File: src/via_pkg.sv
// Purpose: Shared constants for the vectored interrupt acknowledge block.
// Assumes: Eight maskable sources, 8-bit registers on a plain register port.
// Notes:   Source 0 ranks highest in the fixed default order.
package via_pkg;
  localparam int             NUM_SRC   = 8;
  localparam int             SRC_W     = 3;
  localparam int             DATA_W    = 8;
  localparam int             ADDR_W    = 4;
  localparam int             PC_W      = 16;

  // Register offsets on the register port.
  localparam logic [3:0]     ADR_STATUS = 4'h0;
  localparam logic [3:0]     ADR_REQ    = 4'h1;
  localparam logic [3:0]     ADR_MASK   = 4'h2;
  localparam logic [3:0]     ADR_LEVEL  = 4'h3;
  localparam logic [3:0]     ADR_INFO   = 4'h4;

  // Status word layout and reset values.
  localparam int             SW_IE_BIT  = 7;
  localparam int             SW_ISP_BIT = 1;
  localparam logic [7:0]     SW_RST     = 8'h02;
  localparam logic [7:0]     MASK_RST   = 8'hff;
  localparam logic [7:0]     LEVEL_RST  = 8'hff;
  localparam logic [7:0]     REQ_RST    = 8'h00;

  // Info register layout.
  localparam int             INFO_BUSY_BIT  = 7;
  localparam int             INFO_TRAP_BIT  = 6;
  localparam int             INFO_HOLD_BIT  = 5;

  // Vector addresses.
  localparam logic [15:0]    TRAP_VEC   = 16'h003e;
  localparam logic [15:0]    VEC_BASE   = 16'h0004;

  // Level bit value that marks a high-priority source.
  localparam logic           LVL_HIGH   = 1'b0;

  typedef enum logic [1:0] {
    ST_IDLE    = 2'b00,
    ST_PUSH_SW = 2'b01,
    ST_PUSH_PC = 2'b11,
    ST_LOAD    = 2'b10
  } via_state_t;
endpackage

File: src/via_ack.sv
// Purpose: Decides when a maskable request or software trap is taken, arbitrates,
//          and steps the sequencer through status, counter and vector handling.
// Assumes: The sequencer signals instruction boundaries and special operations
//          with one-cycle pulses; register port data is taken as synchronous.
// Notes:   Stacking itself is done by the sequencer on the push strobes.
`timescale 1ns/1ps

module via_ack
  import via_pkg::*;
(
  input  wire logic                       core_clk,
  input  wire logic                       sys_rst,
  input  wire logic [via_pkg::ADDR_W-1:0] reg_addr,
  input  wire logic [via_pkg::DATA_W-1:0] reg_wdata,
  input  wire logic                       reg_wr,
  input  wire logic                       reg_rd,
  output logic      [via_pkg::DATA_W-1:0] reg_rdata,
  input  wire logic [via_pkg::NUM_SRC-1:0] src_req_set,
  input  wire logic                       instr_done,
  input  wire logic                       instr_hold,
  input  wire logic                       div_busy,
  input  wire logic                       unmask_all_op,
  input  wire logic                       mask_all_op,
  input  wire logic                       soft_trap_op,
  input  wire logic                       vectored_return_op,
  input  wire logic                       trap_return_op,
  input  wire logic [via_pkg::DATA_W-1:0] pop_status,
  output logic                            push_status_stb,
  output logic      [via_pkg::DATA_W-1:0] push_status_data,
  output logic                            push_pc_stb,
  output logic                            vector_load_stb,
  output logic      [via_pkg::PC_W-1:0]   vector_addr,
  output logic      [via_pkg::SRC_W-1:0]  ack_src_id,
  output logic                            ack_is_trap,
  output logic                            svc_busy,
  output logic      [via_pkg::DATA_W-1:0] status_word
);
  import via_pkg::*;

  via_state_t              state_ff;
  via_state_t              nxt_state;
  logic [DATA_W-1:0]       status_word_ff;
  logic [NUM_SRC-1:0]      req_ff;
  logic [NUM_SRC-1:0]      mask_ff;
  logic [NUM_SRC-1:0]      level_ff;
  logic [NUM_SRC-1:0]      elig_q_ff;
  logic                    hold_pend_ff;
  logic                    ret_pend_ff;
  logic [DATA_W-1:0]       push_sw_ff;
  logic [PC_W-1:0]         vector_ff;
  logic [SRC_W-1:0]        src_id_ff;
  logic                    trap_ff;
  logic [DATA_W-1:0]       rdata_ff;

  logic                    ie;
  logic                    in_service_level_flag;
  logic [NUM_SRC-1:0]      qualified;
  logic [NUM_SRC-1:0]      elig;
  logic [NUM_SRC-1:0]      hi_vec;
  logic [NUM_SRC-1:0]      lo_vec;
  logic                    hi_any;
  logic                    lo_any;
  logic [SRC_W-1:0]        hi_idx;
  logic [SRC_W-1:0]        lo_idx;
  logic [SRC_W-1:0]        win_idx;
  logic                    win_any;
  logic                    hold_wr;
  logic                    hold_op;
  logic                    hold_now;
  logic                    boundary_ok;
  logic                    take_mask;
  logic                    take_trap;
  logic                    take_any;
  logic [NUM_SRC-1:0]      take_onehot;
  logic                    wr_status;
  logic                    wr_req;
  logic                    wr_mask;
  logic                    wr_level;

  assign wr_status = reg_wr && (reg_addr == ADR_STATUS);
  assign wr_req    = reg_wr && (reg_addr == ADR_REQ);
  assign wr_mask   = reg_wr && (reg_addr == ADR_MASK);
  assign wr_level  = reg_wr && (reg_addr == ADR_LEVEL);

  assign ie  = status_word_ff[SW_IE_BIT];
  assign in_service_level_flag = status_word_ff[SW_ISP_BIT];

  // A source qualifies on its own flags; enable and level gate it after that.
  assign qualified = req_ff & ~mask_ff;

  always_comb begin
    for (int i = 0; i < NUM_SRC; i++) begin
      // Level 0 in service admits only high sources; level 1 admits all.
      elig[i] = qualified[i] && ie && ((level_ff[i] == LVL_HIGH) || in_service_level_flag);
    end
  end

  // Low-priority sources must stay eligible one clock longer than high ones.
  assign hi_vec = elig & ~level_ff;
  assign lo_vec = elig & elig_q_ff & level_ff;

  via_first_set #(
    .N (NUM_SRC),
    .W (SRC_W)
  ) u_hi_pick (
    .vec   (hi_vec),
    .found (hi_any),
    .idx   (hi_idx)
  );

  via_first_set #(
    .N (NUM_SRC),
    .W (SRC_W)
  ) u_lo_pick (
    .vec   (lo_vec),
    .found (lo_any),
    .idx   (lo_idx)
  );

  assign win_any = hi_any || lo_any;
  assign win_idx = hi_any ? hi_idx : lo_idx;

  // The instruction finishing now is a hold instruction, or touched flags.
  assign hold_wr  = wr_status || wr_req || wr_mask || wr_level;
  assign hold_op  = unmask_all_op || mask_all_op
                  || vectored_return_op || trap_return_op;
  assign hold_now = instr_hold || hold_pend_ff || ret_pend_ff
                  || hold_wr || hold_op;

  // The trap does not count as a hold; a divide in flight stretches the wait.
  assign boundary_ok = instr_done && !hold_now && !div_busy;

  assign take_trap = soft_trap_op && (state_ff == ST_IDLE);
  assign take_mask = boundary_ok && win_any && (state_ff == ST_IDLE)
                   && !take_trap;
  assign take_any  = take_trap || take_mask;

  always_comb begin
    take_onehot = '0;
    if (take_mask) begin
      take_onehot[win_idx] = 1'b1;
    end
  end

  // Eligibility history for the extra low-priority clock.
  always_ff @(posedge core_clk or posedge sys_rst) begin
    if (sys_rst) begin
      elig_q_ff <= '0;
    end else begin
      elig_q_ff <= elig;
    end
  end

  // Register writes that arrive mid-instruction block the boundary that ends it.
  always_ff @(posedge core_clk or posedge sys_rst) begin
    if (sys_rst) begin
      hold_pend_ff <= 1'b0;
    end else if (instr_done) begin
      hold_pend_ff <= 1'b0;
    end else if (hold_wr) begin
      hold_pend_ff <= 1'b1;
    end
  end

  // Enable ops and returns inside an instruction block the boundary that ends it.
  always_ff @(posedge core_clk or posedge sys_rst) begin
    if (sys_rst) begin
      ret_pend_ff <= 1'b0;
    end else if (instr_done) begin
      ret_pend_ff <= 1'b0;
    end else if (hold_op) begin
      ret_pend_ff <= 1'b1;
    end
  end

  // Request flags: a new request wins over a clear in the same cycle.
  always_ff @(posedge core_clk or posedge sys_rst) begin
    if (sys_rst) begin
      req_ff <= REQ_RST;
    end else if (wr_req) begin
      req_ff <= reg_wdata | src_req_set;
    end else begin
      req_ff <= (req_ff & ~take_onehot) | src_req_set;
    end
  end

  always_ff @(posedge core_clk or posedge sys_rst) begin
    if (sys_rst) begin
      mask_ff <= MASK_RST;
    end else if (wr_mask) begin
      mask_ff <= reg_wdata;
    end
  end

  always_ff @(posedge core_clk or posedge sys_rst) begin
    if (sys_rst) begin
      level_ff <= LEVEL_RST;
    end else if (wr_level) begin
      level_ff <= reg_wdata;
    end
  end

  // Status word: take beats return, return beats enable ops, those beat writes.
  always_ff @(posedge core_clk or posedge sys_rst) begin
    if (sys_rst) begin
      status_word_ff <= SW_RST;
    end else if (take_trap) begin
      status_word_ff[SW_IE_BIT] <= 1'b0;
    end else if (take_mask) begin
      status_word_ff[SW_IE_BIT]  <= 1'b0;
      status_word_ff[SW_ISP_BIT] <= level_ff[win_idx];
    end else if (vectored_return_op || trap_return_op) begin
      status_word_ff <= pop_status;
    end else if (unmask_all_op) begin
      status_word_ff[SW_IE_BIT] <= 1'b1;
    end else if (mask_all_op) begin
      status_word_ff[SW_IE_BIT] <= 1'b0;
    end else if (wr_status) begin
      status_word_ff <= reg_wdata;
    end
  end

  // Capture what the sequencer needs at the moment of the take.
  always_ff @(posedge core_clk or posedge sys_rst) begin
    if (sys_rst) begin
      push_sw_ff <= '0;
      vector_ff  <= '0;
      src_id_ff  <= '0;
      trap_ff    <= 1'b0;
    end else if (take_trap) begin
      push_sw_ff <= status_word_ff;
      vector_ff  <= TRAP_VEC;
      trap_ff    <= 1'b1;
    end else if (take_mask) begin
      push_sw_ff <= status_word_ff;
      vector_ff  <= VEC_BASE + PC_W'({win_idx, 1'b0});
      src_id_ff  <= win_idx;
      trap_ff    <= 1'b0;
    end
  end

  // Sequence: push status, push counter, load vector.
  always_comb begin
    nxt_state = state_ff;
    unique case (state_ff)
      ST_IDLE: begin
        if (take_any) begin
          nxt_state = ST_PUSH_SW;
        end
      end
      ST_PUSH_SW: begin
        nxt_state = ST_PUSH_PC;
      end
      ST_PUSH_PC: begin
        nxt_state = ST_LOAD;
      end
      ST_LOAD: begin
        nxt_state = ST_IDLE;
      end
    endcase
  end

  always_ff @(posedge core_clk or posedge sys_rst) begin
    if (sys_rst) begin
      state_ff <= ST_IDLE;
    end else begin
      state_ff <= nxt_state;
    end
  end

  assign push_status_stb  = (state_ff == ST_PUSH_SW);
  assign push_pc_stb      = (state_ff == ST_PUSH_PC);
  assign vector_load_stb  = (state_ff == ST_LOAD);
  assign push_status_data = push_sw_ff;
  assign vector_addr      = vector_ff;
  assign ack_src_id       = src_id_ff;
  assign ack_is_trap      = trap_ff;
  assign svc_busy         = (state_ff != ST_IDLE);
  assign status_word      = status_word_ff;

  // Read data stand in the cycle after the strobe only.
  always_ff @(posedge core_clk or posedge sys_rst) begin
    if (sys_rst) begin
      rdata_ff <= '0;
    end else if (reg_rd) begin
      unique case (reg_addr)
        ADR_STATUS: rdata_ff <= status_word_ff;
        ADR_REQ:    rdata_ff <= req_ff;
        ADR_MASK:   rdata_ff <= mask_ff;
        ADR_LEVEL:  rdata_ff <= level_ff;
        ADR_INFO: begin
          rdata_ff                <= '0;
          rdata_ff[INFO_BUSY_BIT] <= svc_busy;
          rdata_ff[INFO_TRAP_BIT] <= trap_ff;
          rdata_ff[INFO_HOLD_BIT] <= hold_pend_ff || ret_pend_ff;
          rdata_ff[SRC_W-1:0]     <= src_id_ff;
        end
        default:    rdata_ff <= '0;
      endcase
    end else begin
      rdata_ff <= '0;
    end
  end

  assign reg_rdata = rdata_ff;
endmodule

// Finds the lowest set bit, so source 0 gets the top default rank.
module via_first_set
  import via_pkg::*;
#(
  parameter int N = NUM_SRC,
  parameter int W = SRC_W
)
(
  input  wire logic [N-1:0] vec,
  output logic              found,
  output logic [W-1:0]      idx
);
  import via_pkg::*;

  always_comb begin
    found = 1'b0;
    idx   = '0;
    for (int i = N - 1; i >= 0; i--) begin
      if (vec[i]) begin
        found = 1'b1;
        idx   = W'(i);
      end
    end
  end
endmodule

File: config.mk
export PLATFORM = sky130hd
export DESIGN_NAME = via_ack
export DESIGN_NICKNAME = d
export VERILOG_FILES = /design/src/via_pkg.sv /design/src/via_ack.sv
export SDC_FILE = /design/constraint.sdc
export NUM_CORES = 1
export LEC_CHECK = 0
export BUFFER_PORTS_ARGS = -buffer_cell sky130_fd_sc_hd__buf_4
export CORE_MARGIN = 3
export CORE_UTILIZATION = 58
export CTS_CLUSTER_DIAMETER = 120
export DETAILED_ROUTE_END_ITERATION = 16
export GPL_TIMING_DRIVEN = 0
export PLACE_DENSITY = 0.85
export SLEW_MARGIN = 5
export SYNTH_ARGS = -nofsm -noshare
export SYNTH_HDL_FRONTEND = slang
export SYNTH_SLANG_ARGS = --single-unit
export TNS_END_PERCENT = 5
File: constraint.sdc
create_clock -name core_clk -period 4.9 [get_ports core_clk]
set_clock_uncertainty 0.1 [all_clocks]
set_input_delay 0.49 -clock core_clk [delete_from_list [all_inputs] [get_ports core_clk]]
set_output_delay 0.49 -clock core_clk [all_outputs]
set_load 0.005 [all_outputs]
Word-level counts from Yosys, hierarchy flattened
Cells that the tools add are included.
Word-level totals
  register bits: 80
  input port bits: 40
  word-level logic and storage cells: 176
Cells by class
  add/subtract/negate cells: 1
  $lt $le $gt $ge: 2
  eq/ne operators: 12
  muxes and demuxes: 62
  bitwise operators: 20
  reductions and logical operators: 64
Operator list (count)
  8-bit 2-to-1 mux: 7
  3-bit 2-to-1 mux: 17
  8-bit AND: 5
  8-bit one-hot mux with 5 select lines: 1
  16-bit 2-to-1 mux: 2
  1-bit 2-to-1 mux: 29
  1-bit logical AND: 27
  8-bit NOT: 3
  1-bit logical OR: 22
  8-bit OR: 2
  7-bit 2-to-1 mux: 2
  1-bit NOT: 10
  2-bit nonzero test: 5
  4-bit by 2-bit == test with 1-bit output (second input constant): 2
  2-bit one-hot mux with 4 select lines: 1
  3-bit by 1-bit inequality test with 1-bit output (second input constant): 2
  6-bit nonzero test: 1
  3-bit by 4-bit adder with 5-bit output (first input constant): 1
  5-bit AND reduction: 1
  2-bit == test (second input constant): 2
  4-bit by 1-bit == test with 1-bit output (second input constant): 1
  4-bit by 3-bit == test with 1-bit output (second input constant): 1
  4-bit zero test: 1
  3-bit by 4-bit less-than comparator with 1-bit output (second input constant): 1
  other kinds (12): 15

Logic depth before layout (Yosys ltp)
Gate-level depths: netlist (run 1).
  depth in word-level cells: 24
  depth in mapped cells: 12

Cells and area by module
From an unflattened synthesis (run 1), not the netlist that was laid out.
Second synthesis, totals
  cell total of the unflattened synthesis: 322
  area total of the unflattened synthesis: 3621.0 µm²
By module, submodules not included
  via_ack: times used 1, cells an instance 296, area each 3460.8 µm²
  via_first_set: times used 2, cells an instance 13, area each 80.1 µm²

Worst setup path before layout (run 1)
OpenSTA, ideal clock, no wires.
  path type: reg-to-reg
  from: reg level_ff[0]
  to: reg push_sw_ff[0] (netlist: push_status_data[0])
  library setup time: 0.127 ns
  arrival time: 2.444 ns
  slack: 2.229 ns
  cell stages (with the launch flop): 9
  path through: dfstp_2 buf_2 nor4bb_4 nor4b_4 nand4_2 o41ai_4 and2_4 buf_6 mux2_1
Between the ends
  cells in the longest elaborated chain, start to end: 11
RTL lines
  start: declaration: RTL line via_ack.sv:45  | logic [NUM_SRC-1:0] level_ff;
  start signal: assignment: RTL line via_ack.sv:199  | level_ff <= reg_wdata;
  1-bit NOT: RTL line via_ack.sv:94  | elig[i] = qualified[i] && ie && ((level_ff[i] == LVL_HIGH) || in_service_level_flag);
  1-bit logical OR: RTL line via_ack.sv:94
  1-bit logical AND: RTL line via_ack.sv:94
  8-bit AND (2 in series): RTL line via_ack.sv:100  | assign lo_vec = elig & elig_q_ff & level_ff;
  1-bit 2-to-1 mux: RTL line via_ack.sv:326  | if (vec[i]) begin
  1-bit logical OR *: RTL line via_ack.sv:120  | assign win_any = hi_any || lo_any;
  1-bit logical AND * (2 in series): RTL line via_ack.sv:134  | assign take_mask = boundary_ok && win_any && (state_ff == ST_IDLE)
  1-bit logical AND *: RTL line via_ack.sv:135  | && !take_trap;
  2-bit nonzero test (no source line) *
  end signal: assignment: RTL line via_ack.sv:231  | push_sw_ff <= status_word_ff;
  end signal: assignment: RTL line via_ack.sv:235  | push_sw_ff <= status_word_ff;
  end: declaration: RTL line via_ack.sv:49  | logic [DATA_W-1:0] push_sw_ff;
Mark *: on every way between the ends. The rest lies on a longest branch, timed or not.
A chain may end at the register's enable or synchronous reset.

Worst setup path after layout (run 1)
  from: reg level_ff[0]
  to: reg push_sw_ff[5] (netlist: push_status_data[5])
Same word-level chain as after synthesis.

==> impl_metrics.toml, run 1 <==
[die]
fp.dieW_um = 86.65
die_area_sq_mm = 0.007507
coreArea_sq_mm = 0.006096
start_util_pct = 61.88
die_h_um = 86.65
rows = 28
io_pins = 88

[job]
cap_viol_max_count = 0

[sta]
setup_viol = 0
worst_slew_pin_slew_ns = 0.9620
holdWs_ns = 0.2175
period_share_pct = 64.61
relSlewSlack_pct = 35.63
tns_ns = 0
rsz0062_at_grt = "false"
finalHoldViolations = 0
drv_slew = 0
fmax_mhz = 315.9
period_needed_ns = 3.166

[clock_tree]
clk_path_buf_depth = 2
worstSkewPairLatency_ns = 0.34
cts-htree-levels = 3
cts_hold_buf = 0
cts_tree = "yes"
post_cts_buffers = 0
ctsResizeCount = 0
cts_sinks = 68
root_buffer = "clkbuf_8"
cts_buffers = 9
clkTransAtPathRegs_ns = 0.08

[critical_path]
crit_slowest_cell = "o41ai_4"
cp.arrival_ns = 3.28
r2r-end = "push_status_data[5]"
r2r_start = "level_ff[0]"
worst_setup_path_end_kind = "flop"
reg2reg_depth = 8
critPathKind = "flop to flop"
cp_slowest_stage_delay_ns = 0.59
regToRegSetupSlack_ns = 1.73
startpoint_type = "flop"
path_cells = "buf_2 -> nor4bb_4 -> nor4b_4 -> nand4_2 -> o41ai_4 -> and2_4 -> buf_6 -> mux2_1"
path_max_fanout = 10
crit_required_ns = 5.02

[worst_hold_path]
min_path_type = "input pin to asynchronous set/reset pin"

[logic_synthesis]
netlist_area_sq_mm = 0.003772
yosys_warnings = 0
synth_edf_count = 0
synthCells = 360
synth_ff_type = "dfrtp_1"
synth_seq_cells = 68
synth_area_leaders = "dfrtp_1, dfstp_2, mux2_2"
synth_top_area_share_pct = 33.83
yosysMostFrequentCell = "dfrtp_1"
async_flop_share_pct = 100.0
avgSynthCellArea_sq_um = 10.48
synth.yosys.seq_area_share_pct = 45.67
synth_common_cells = "dfrtp_1, nand2_1, a21oi_1, nor2_1, mux2_2"
yosysTopAreaCell = "dfrtp_1"
yosys.cell_types.count = 70

[global_routing]
grt_pass1_vias = 3287
grt_max_degree = 69
overflow = 0
antenna_found_initial = 0
grt_pass1_wl_um = 17530
grtUsageTotal_pct = 30.74

[layout]
drive_gt1_share_pct = 34.49
layout.nets = 499
final_cells = 536
design_area_sq_mm = 0.004654
antennaDiodeCount = 0
area_growth_pct = 23.38

[power]
peakVddDrop_uv = 338.7
p_leak_uw = 0.002071
power_density_mw_per_mm2 = 424.9

[run_status]
status = "complete, no violations"

[routing]
wire_per_inst_um = 20.96
firstDrtPassIters = 7
finalWirelength_um = 11230
num_vias = 3423
drt.antenna.violating_nets = 0
drc = 0
viasPerCell = 6.386
drt_iter0_markers = 450

[placement]
dp.cells = 520
hpwl_um = 8146
placed_cell_area_sq_mm = 0.004469
gp_congestion = 0.9505
port_buffers = 75
sequential cells by signal, summed over array words and instances, names as in the netlist:
signal / count
elig_q_ff: 8
level_ff: 8
mask_ff: 8
push_status_data: 8
reg_rdata: 8
req_ff: 8
status_word: 8
vector_addr: 5
ack_src_id: 3
state_ff: 2
hold_pend_ff: 1
ret_pend_ff: 1
cells in the final DEF (no fill, tap or decap), types with 3 or more instances in the layout:
cell	count
a211o_1	4
a21oi_1	28
a22oi_1	12
a311oi_1	3
a31oi_1	4
and2_1	8
and4b_1	4
buf_4	88
clkbuf_1	11
clkbuf_8	11
conb_1	11
dfrtp_1	51
dfstp_2	17
ha_1	3
inv_1	13
mux2_1	5
mux2_2	18
mux2i_1	9
nand2_1	29
nand3_1	4
nand3b_1	9
nand4_1	3
nand4b_1	4
nor2_1	21
nor2b_1	3
nor3_1	5
nor4bb_2	3
o211ai_1	4
o21ai_0	15
o21ai_1	5
o31ai_1	5
through the flow:
stage | setup slack, ns | util [%] | power, uW
after CTS | 1.771 | 76.15 | 1968
after global placement | 1.807 | 73.28 | 1527
after detailed placement | 1.719 | 73.32 | 1554
after global routing | 1.564 | 76.35 | 2078
after floorplan | 2.229 | - | 1247
final | 1.734 | 76.35 | 1978
worst max-delay path by stage:
stage                          endpoint        start  slack [ns]  cells after the start
CTS                 push_status_data[5]  level_ff[0]        1.77                      8
finish              push_status_data[5]  level_ff[0]        1.73                      8
floorplan           push_status_data[0]  level_ff[0]        2.23                      8
global placement         status_word[0]  reg_addr[0]        1.81                      8
detailed placement       status_word[2]  reg_addr[0]        1.72                      8
global route        push_status_data[5]  level_ff[0]        1.56                      8
power breakdown:
group | total, uW | internal [uW] | switching, uW
Sequential | 828 | 706 | 122
Combinational | 736 | 350 | 386
Clock | 414 | 211 | 203
Total | 1980 | 1270 | 711
worst max-delay path: cells and delay by family (launching register included):
family                 cells  cell delay (ns)
AND/OR/NAND/NOR            4             1.13
AO/OA/AOI/OAI              1             0.59
flip-flops                 1             0.51
buffers and inverters      2             0.35
multiplexers               1             0.33
final cells by class:
| class | instances | area, sq um |
|---|---|---|
| Inverter | 15 | 58.81 |
| Clock inverter | 2 | 10.01 |
| Timing Repair Buffer | 75 | 563.0 |
| Fill cell | 435 | 1441 |
| Buffer | 25 | 160.2 |
| Multi-Input combinational cell | 262 | 1883 |
| Tap cell | 75 | 93.84 |
| Sequential cell | 68 | 1723 |
| Clock buffer | 14 | 162.7 |
routing by layer:
layer / global-route usage (%) / share of wire (%)
met5: 0 / 0
met2: 46.38 / 46
met4: 11.90 / 2.7
met1: 43.07 / 41
met3: 7.319 / 9.6
kinds of logic after synthesis:
group | after synthesis | synth area share (%)
mux | 32 | 9.254
simple gates | 117 | 20.46
compound gates | 99 | 17.78
buf+inv | 40 | 5.738
flops | 68 | 45.67
other cells | 1 | 0.09941
fa+ha+maj | 3 | 0.9951
Note: power is estimated with default switching activity, not from simulation.
==> run 2: changes to the inputs <==
--- a/config.mk
+++ b/config.mk
@@ -7,11 +7,11 @@
 export LEC_CHECK = 0
 export BUFFER_PORTS_ARGS = -buffer_cell sky130_fd_sc_hd__buf_4
 export CORE_MARGIN = 3
-export CORE_UTILIZATION = 58
+export CORE_UTILIZATION = 54
 export CTS_CLUSTER_DIAMETER = 120
 export DETAILED_ROUTE_END_ITERATION = 16
 export GPL_TIMING_DRIVEN = 0
-export PLACE_DENSITY = 0.85
+export PLACE_DENSITY = 0.8
 export SLEW_MARGIN = 5
 export SYNTH_ARGS = -nofsm -noshare
 export SYNTH_HDL_FRONTEND = slang
==> constraint.sdc (replaced) <==
create_clock -name core_clk -period 3.05 [get_ports core_clk]
set_clock_uncertainty 0.1 [all_clocks]
set_input_delay 0.305 -clock core_clk [delete_from_list [all_inputs] [get_ports core_clk]]
set_output_delay 0.305 -clock core_clk [all_outputs]
set_load 0.005 [all_outputs]
==> run 2 against run 1 <==
Net effect: die area up 6.9%; via count up 1.9%; largest cell class unchanged; clock power up 84%.
==> impl_metrics.toml, run 2 (synthesis results as in run 1) <==
[power]
p_comb_share_pct = 36.2
seq_power_share_pct = 40.7
p_int_uw = 2138
total_power_uw = 3298
power_frac_clock_pct = 23.1
peakVddDrop_uv = 526.6
swShare_pct = 35.19
power_switching_uw = 1161
power_density_mw_per_mm2 = 693.9
p_leak_uw = 0.002113

[job]
cap_viol_max_count = 0

[critical_path]
worst_setup_path_end_kind = "flop"
reg2reg_depth = 8
startpoint_type = "flop"
critPathKind = "flop to flop"
r2r_start = "status_word[7]"
r2r-end = "push_status_data[3]"
crit_required_ns = 3.18
cp.arrival_ns = 3.12
path_max_fanout = 10
regToRegSetupSlack_ns = 0.06

[sta]
tns_ns = 0
finalHoldViolations = 0
fmax_mhz = 334.1
relSlewSlack_pct = 35.01
rsz0062_at_grt = "true"
worst_slew_pin_slew_ns = 0.9713
period_needed_ns = 2.993
setup_viol = 0
period_share_pct = 98.13
drv_slew = 0

[global_routing]
grt_pass1_vias = 3218
antenna_found_initial = 0
grt_max_degree = 69
overflow = 0
grt_pass1_wl_um = 16910
grtUsageTotal_pct = 28.38

[clock_tree]
cts_tree = "yes"
clkTransAtPathRegs_ns = 0.07
root_buffer = "clkbuf_8"
worstSkewPairLatency_ns = 0.35
cts_sinks = 68
cts_buffers = 9
cts-htree-levels = 3
clk_path_buf_depth = 2

[routing]
drc = 0
drt_iter0_markers = 497
firstDrtPassIters = 5
drt.antenna.violating_nets = 0
viasPerCell = 6.272
num_vias = 3487
finalWirelength_um = 11050
wire_per_inst_um = 19.87

[worst_hold_path]
min_path_type = "input pin to asynchronous set/reset pin"

[placement]
hpwl_um = 7945
placed_cell_area_sq_mm = 0.004492
dp.cells = 538
port_buffers = 75
gp_congestion = 0.9375

[layout]
fillers = 459
final_cells = 556
multi_input_area_sq_mm = 0.001911
area_growth_pct = 26.00
design_area_sq_mm = 0.004753
layout_commonest_cell = "buf_4"
antennaDiodeCount = 0
layout.nets = 501
regArea_sq_mm = 0.001723
final_cell_mix = "buf_4, dfrtp_1, nand2_1, a21oi_1, nor2_1"
drive_gt1_share_pct = 35.85

[run_status]
status = "complete, no violations"

[die]
io_pins = 88
rows = 29
coreArea_sq_mm = 0.006568
die_h_um = 89.58
die_area_sq_mm = 0.008025
start_util_pct = 57.44
fp.dieW_um = 89.58
## run 2: per-layer routing
layer	global-route usage, %	part of all wire [%]
met2	44.48	47
met3	5.018	9.0
met5	0	0
met4	12.72	2.7
met1	38.64	41
## run 2: cell type report
cell class                      instances  share of cell area [%]
Buffer                                 24                   3.290
Tap cell                               93                   2.448
Timing Repair Buffer                   78                   12.32
Multi-Input combinational cell        262                   40.19
Inverter                               15                   1.237
Clock buffer                           12                   3.264
Sequential cell                        68                   36.25
Clock inverter                          4                   1.000
## run 2: timing repair
item,4_1_cts,5_1_grt
buffers inserted,1,2
resized for setup,1,3
hold buffers,0,0
pin swaps,1,1
endpoints found under the setup margin,5,12
## run 2: worst max path at each step
| stage | from | depth (start not counted) | endpoint |
|---|---|---|---|
| 2_1_floorplan | level_ff[0] | 8 | push_status_data[0] |
| 4_1_cts | status_word[7] | 11 | req_ff[7] |
| 6_report | status_word[7] | 8 | push_status_data[3] |
| 3_5_place_dp | level_ff[0] | 8 | push_status_data[3] |
| 3_3_place_gp | status_word[7] | 11 | req_ff[7] |
| 5_1_grt | status_word[7] | 9 | req_ff[6] |
## run 2: power groups by stage
stage               registers, uW  logic, uW  clock network (uW)
floorplan                    1280        718                   0
global route                 1370       1280                 803
CTS                          1330       1160                 762
finish                       1340       1190                 763
global placement             1330       1110                   0
detailed placement           1340       1140                   0
## run 2: through the flow
stage               worst slack (ns)  hold slack (ns)  utilization, %
CTS                          0.01130          0.02074           71.73
global placement             0.01465           0.3686           68.36
detailed placement           0.01283           0.3783           68.39
finish                       0.05693          0.02113           72.38
floorplan                     0.3786           0.2681               -
global route                -0.02063          0.02316           72.38
## run 2: worst max-delay path: stages, from the launching register on
cell	delay, ns
dfrtp_1	0.47
buf_6	0.18
nor4bb_4	0.18
nor4_4	0.47
nand4_2	0.21
o41ai_4	0.53
and2_4	0.24
buf_6	0.15
mux2_1	0.33
==> run 3: changes to the inputs <==
--- a/config.mk
+++ b/config.mk
@@ -6,12 +6,14 @@
 export NUM_CORES = 1
 export LEC_CHECK = 0
 export BUFFER_PORTS_ARGS = -buffer_cell sky130_fd_sc_hd__buf_4
+export CELL_PAD_IN_SITES_DETAIL_PLACEMENT = 1
+export CELL_PAD_IN_SITES_GLOBAL_PLACEMENT = 2
 export CORE_MARGIN = 3
-export CORE_UTILIZATION = 54
+export CORE_UTILIZATION = 34
 export CTS_CLUSTER_DIAMETER = 120
 export DETAILED_ROUTE_END_ITERATION = 16
 export GPL_TIMING_DRIVEN = 0
-export PLACE_DENSITY = 0.8
+export PLACE_DENSITY_LB_ADDON = 0.1
 export SLEW_MARGIN = 5
 export SYNTH_ARGS = -nofsm -noshare
 export SYNTH_HDL_FRONTEND = slang
==> run 3 against run 2 <==
Net effect: global-route usage is 7.9 points lower; critical path depth is 1 higher; total power is 0.60% higher; wire length is 14% higher; cell count is 8.3% higher; first-iteration DRC count is 73% lower; sequential share of layout area is 0.82 points lower; count of clock-buffer cells in the layout is 2 lower; critical endpoint is now push_status_data[4].
==> impl_metrics.toml, run 3 (synthesis results as in run 1) <==
[global_routing]
gr-usage-met2_pct = 33.78
grtUsageTotal_pct = 20.48
overflow = 0
met1_usage_pct = 27.33
antenna_found_initial = 0
grt_pass1_vias = 3479
busiest_layer = "met2"
grt_use_met3_pct = 3.750
grt_max_degree = 39
grt_pass1_wl_um = 19900

[routing]
drt.antenna.violating_nets = 0
drc = 0
firstDrtPassIters = 4
num_vias = 3271
drt_iter0_markers = 135
viasPerCell = 5.434
wire_per_inst_um = 20.87
finalWirelength_um = 12560

[power]
total_power_uw = 3318
power_density_mw_per_mm2 = 681.7
p_leak_uw = 0.002151
seq_power_share_pct = 40.1
power_switching_uw = 1196
power_frac_clock_pct = 23.0
peakVddDrop_uv = 259.7
p_comb_share_pct = 36.9
swShare_pct = 36.03
p_int_uw = 2123

[die]
fp.dieW_um = 111.3
die_area_sq_mm = 0.01240
io_pins = 88
coreArea_sq_mm = 0.01056
rows = 37
start_util_pct = 35.74
die_h_um = 111.3

[layout]
drive_gt1_share_pct = 36.70
area_growth_pct = 29.02
antennaDiodeCount = 0
layout.nets = 504
final_core_util_pct = 46.11
final_cells = 602
final_cell_mix = "buf_4, dfrtp_1, nand2_1, a21oi_1, nor2_1"
layout_commonest_cell = "buf_4"

[sta]
setup_viol = 0
fmax_mhz = 338.6
holdWs_ns = 0.04235
relSlewSlack_pct = 36.84
rsz0062_at_grt = "true"
drv_slew = 0
period_share_pct = 96.83
finalHoldViolations = 0
worst_slew_pin_slew_ns = 0.9439
tns_ns = 0
period_needed_ns = 2.953

[job]
cap_viol_max_count = 0

[clock_tree]
cts_tree = "yes"
worstSkewPairLatency_ns = 0.35
cts-htree-levels = 3
cts_sinks = 68
root_buffer = "clkbuf_8"
clk_path_buf_depth = 2
clkTransAtPathRegs_ns = 0.08
cts_buffers = 9

[placement]
gp_congestion = 0.8823
hpwl_um = 9483
port_buffers = 75
dp.cells = 583

[worst_hold_path]
min_path_type = "input pin to flop"
worstHoldStart = "src_req_set[4]"

[critical_path]
path_max_fanout = 10
reg2reg_depth = 9
regToRegSetupSlack_ns = 0.1
crit_start = "status_word[7]"
critPathKind = "flop to flop"
cpMostUsedCell = "buf_6"
cp_num_buf_inv = 3
worst_setup_path_end_kind = "flop"
crit_path_end = "push_status_data[4]"
crit_required_ns = 3.18
path_cells = "buf_6 -> nor4bb_4 -> nor4b_4 -> nand4_2 -> o41ai_4 -> buf_6 -> and2_4 -> buf_8 -> mux2_1"
cp_slowest_stage_delay_ns = 0.50
cp.depth = 9
critPathTopFamily = "simple AND/OR/NAND/NOR gates"
startpoint_type = "flop"
r2r-end = "push_status_data[4]"
cp.arrival_ns = 3.08
crit_slowest_cell = "nor4b_4"
r2r_start = "status_word[7]"

[run_status]
status = "complete, no violations"
run 3: cell count changes in the layout (fill, tap and decap cells not counted), sizes merged:
cell	previous run	this run
dlygate4sd3	0	2
buf	95	96
clkbuf	19	17
clkinv	3	5
clkinvlp	1	0
inv	14	15
run 3: power by group through the flow:
stage / clock (uW) / combinational, uW / sequential, uW
finish: 763 / 1220 / 1330
global route: 828 / 1340 / 1370
CTS: 785 / 1230 / 1330
detailed placement: 0 / 1210 / 1340
global placement: 0 / 1180 / 1330
floorplan: 0 / 718 / 1280
run 3: stage by stage:
step / worst slack, ns / cell area (sq um)
floorplan: 0.3786 / 3810
global placement: -0.1030 / 4543
detailed placement: -0.07905 / 4586
CTS: -0.02640 / 4832
global route: -0.02447 / 4867
finish: 0.09677 / 4867
run 3: how the worst min path moves through the flow:
stage	cells past startpoint	slack, ns	end
2_1_floorplan	1	0.27	ret_pend_ff
3_3_place_gp	1	0.37	state_ff[0]
3_5_place_dp	2	0.25	vector_addr[5]
4_1_cts	2	0.03	req_ff[4]
5_1_grt	2	0.03	req_ff[4]
6_report	2	0.04	req_ff[4]
run 3: routing by layer:
| metal | part of all wire, % | vias up |
|---|---|---|
| met4 | 2.0 | 0 |
| met5 | 0 | - |
| li1 | - | 1524 |
| met3 | 4.7 | 16 |
| met1 | 45 | 1638 |
| met2 | 49 | 93 |
run 3: cell type report:
class | count | area, sq um
sequential | 68 | 1724
inverter | 15 | 58.81
clock inverter | 6 | 62.56
timing repair buffer | 81 | 629.4
fill | 1180 | 5688
clock buffer | 10 | 137.6
tap | 136 | 170.2
buffer | 24 | 163.9
multi-input combinational | 262 | 1921
run 3: repair_timing:
action,4_1_cts,5_1_grt
gates resized for setup,6,6
pin swaps,1,2
setup buffers,0,2
setup endpoints to repair,10,16
hold buffers,2,0
hold endpoints to repair,22,0
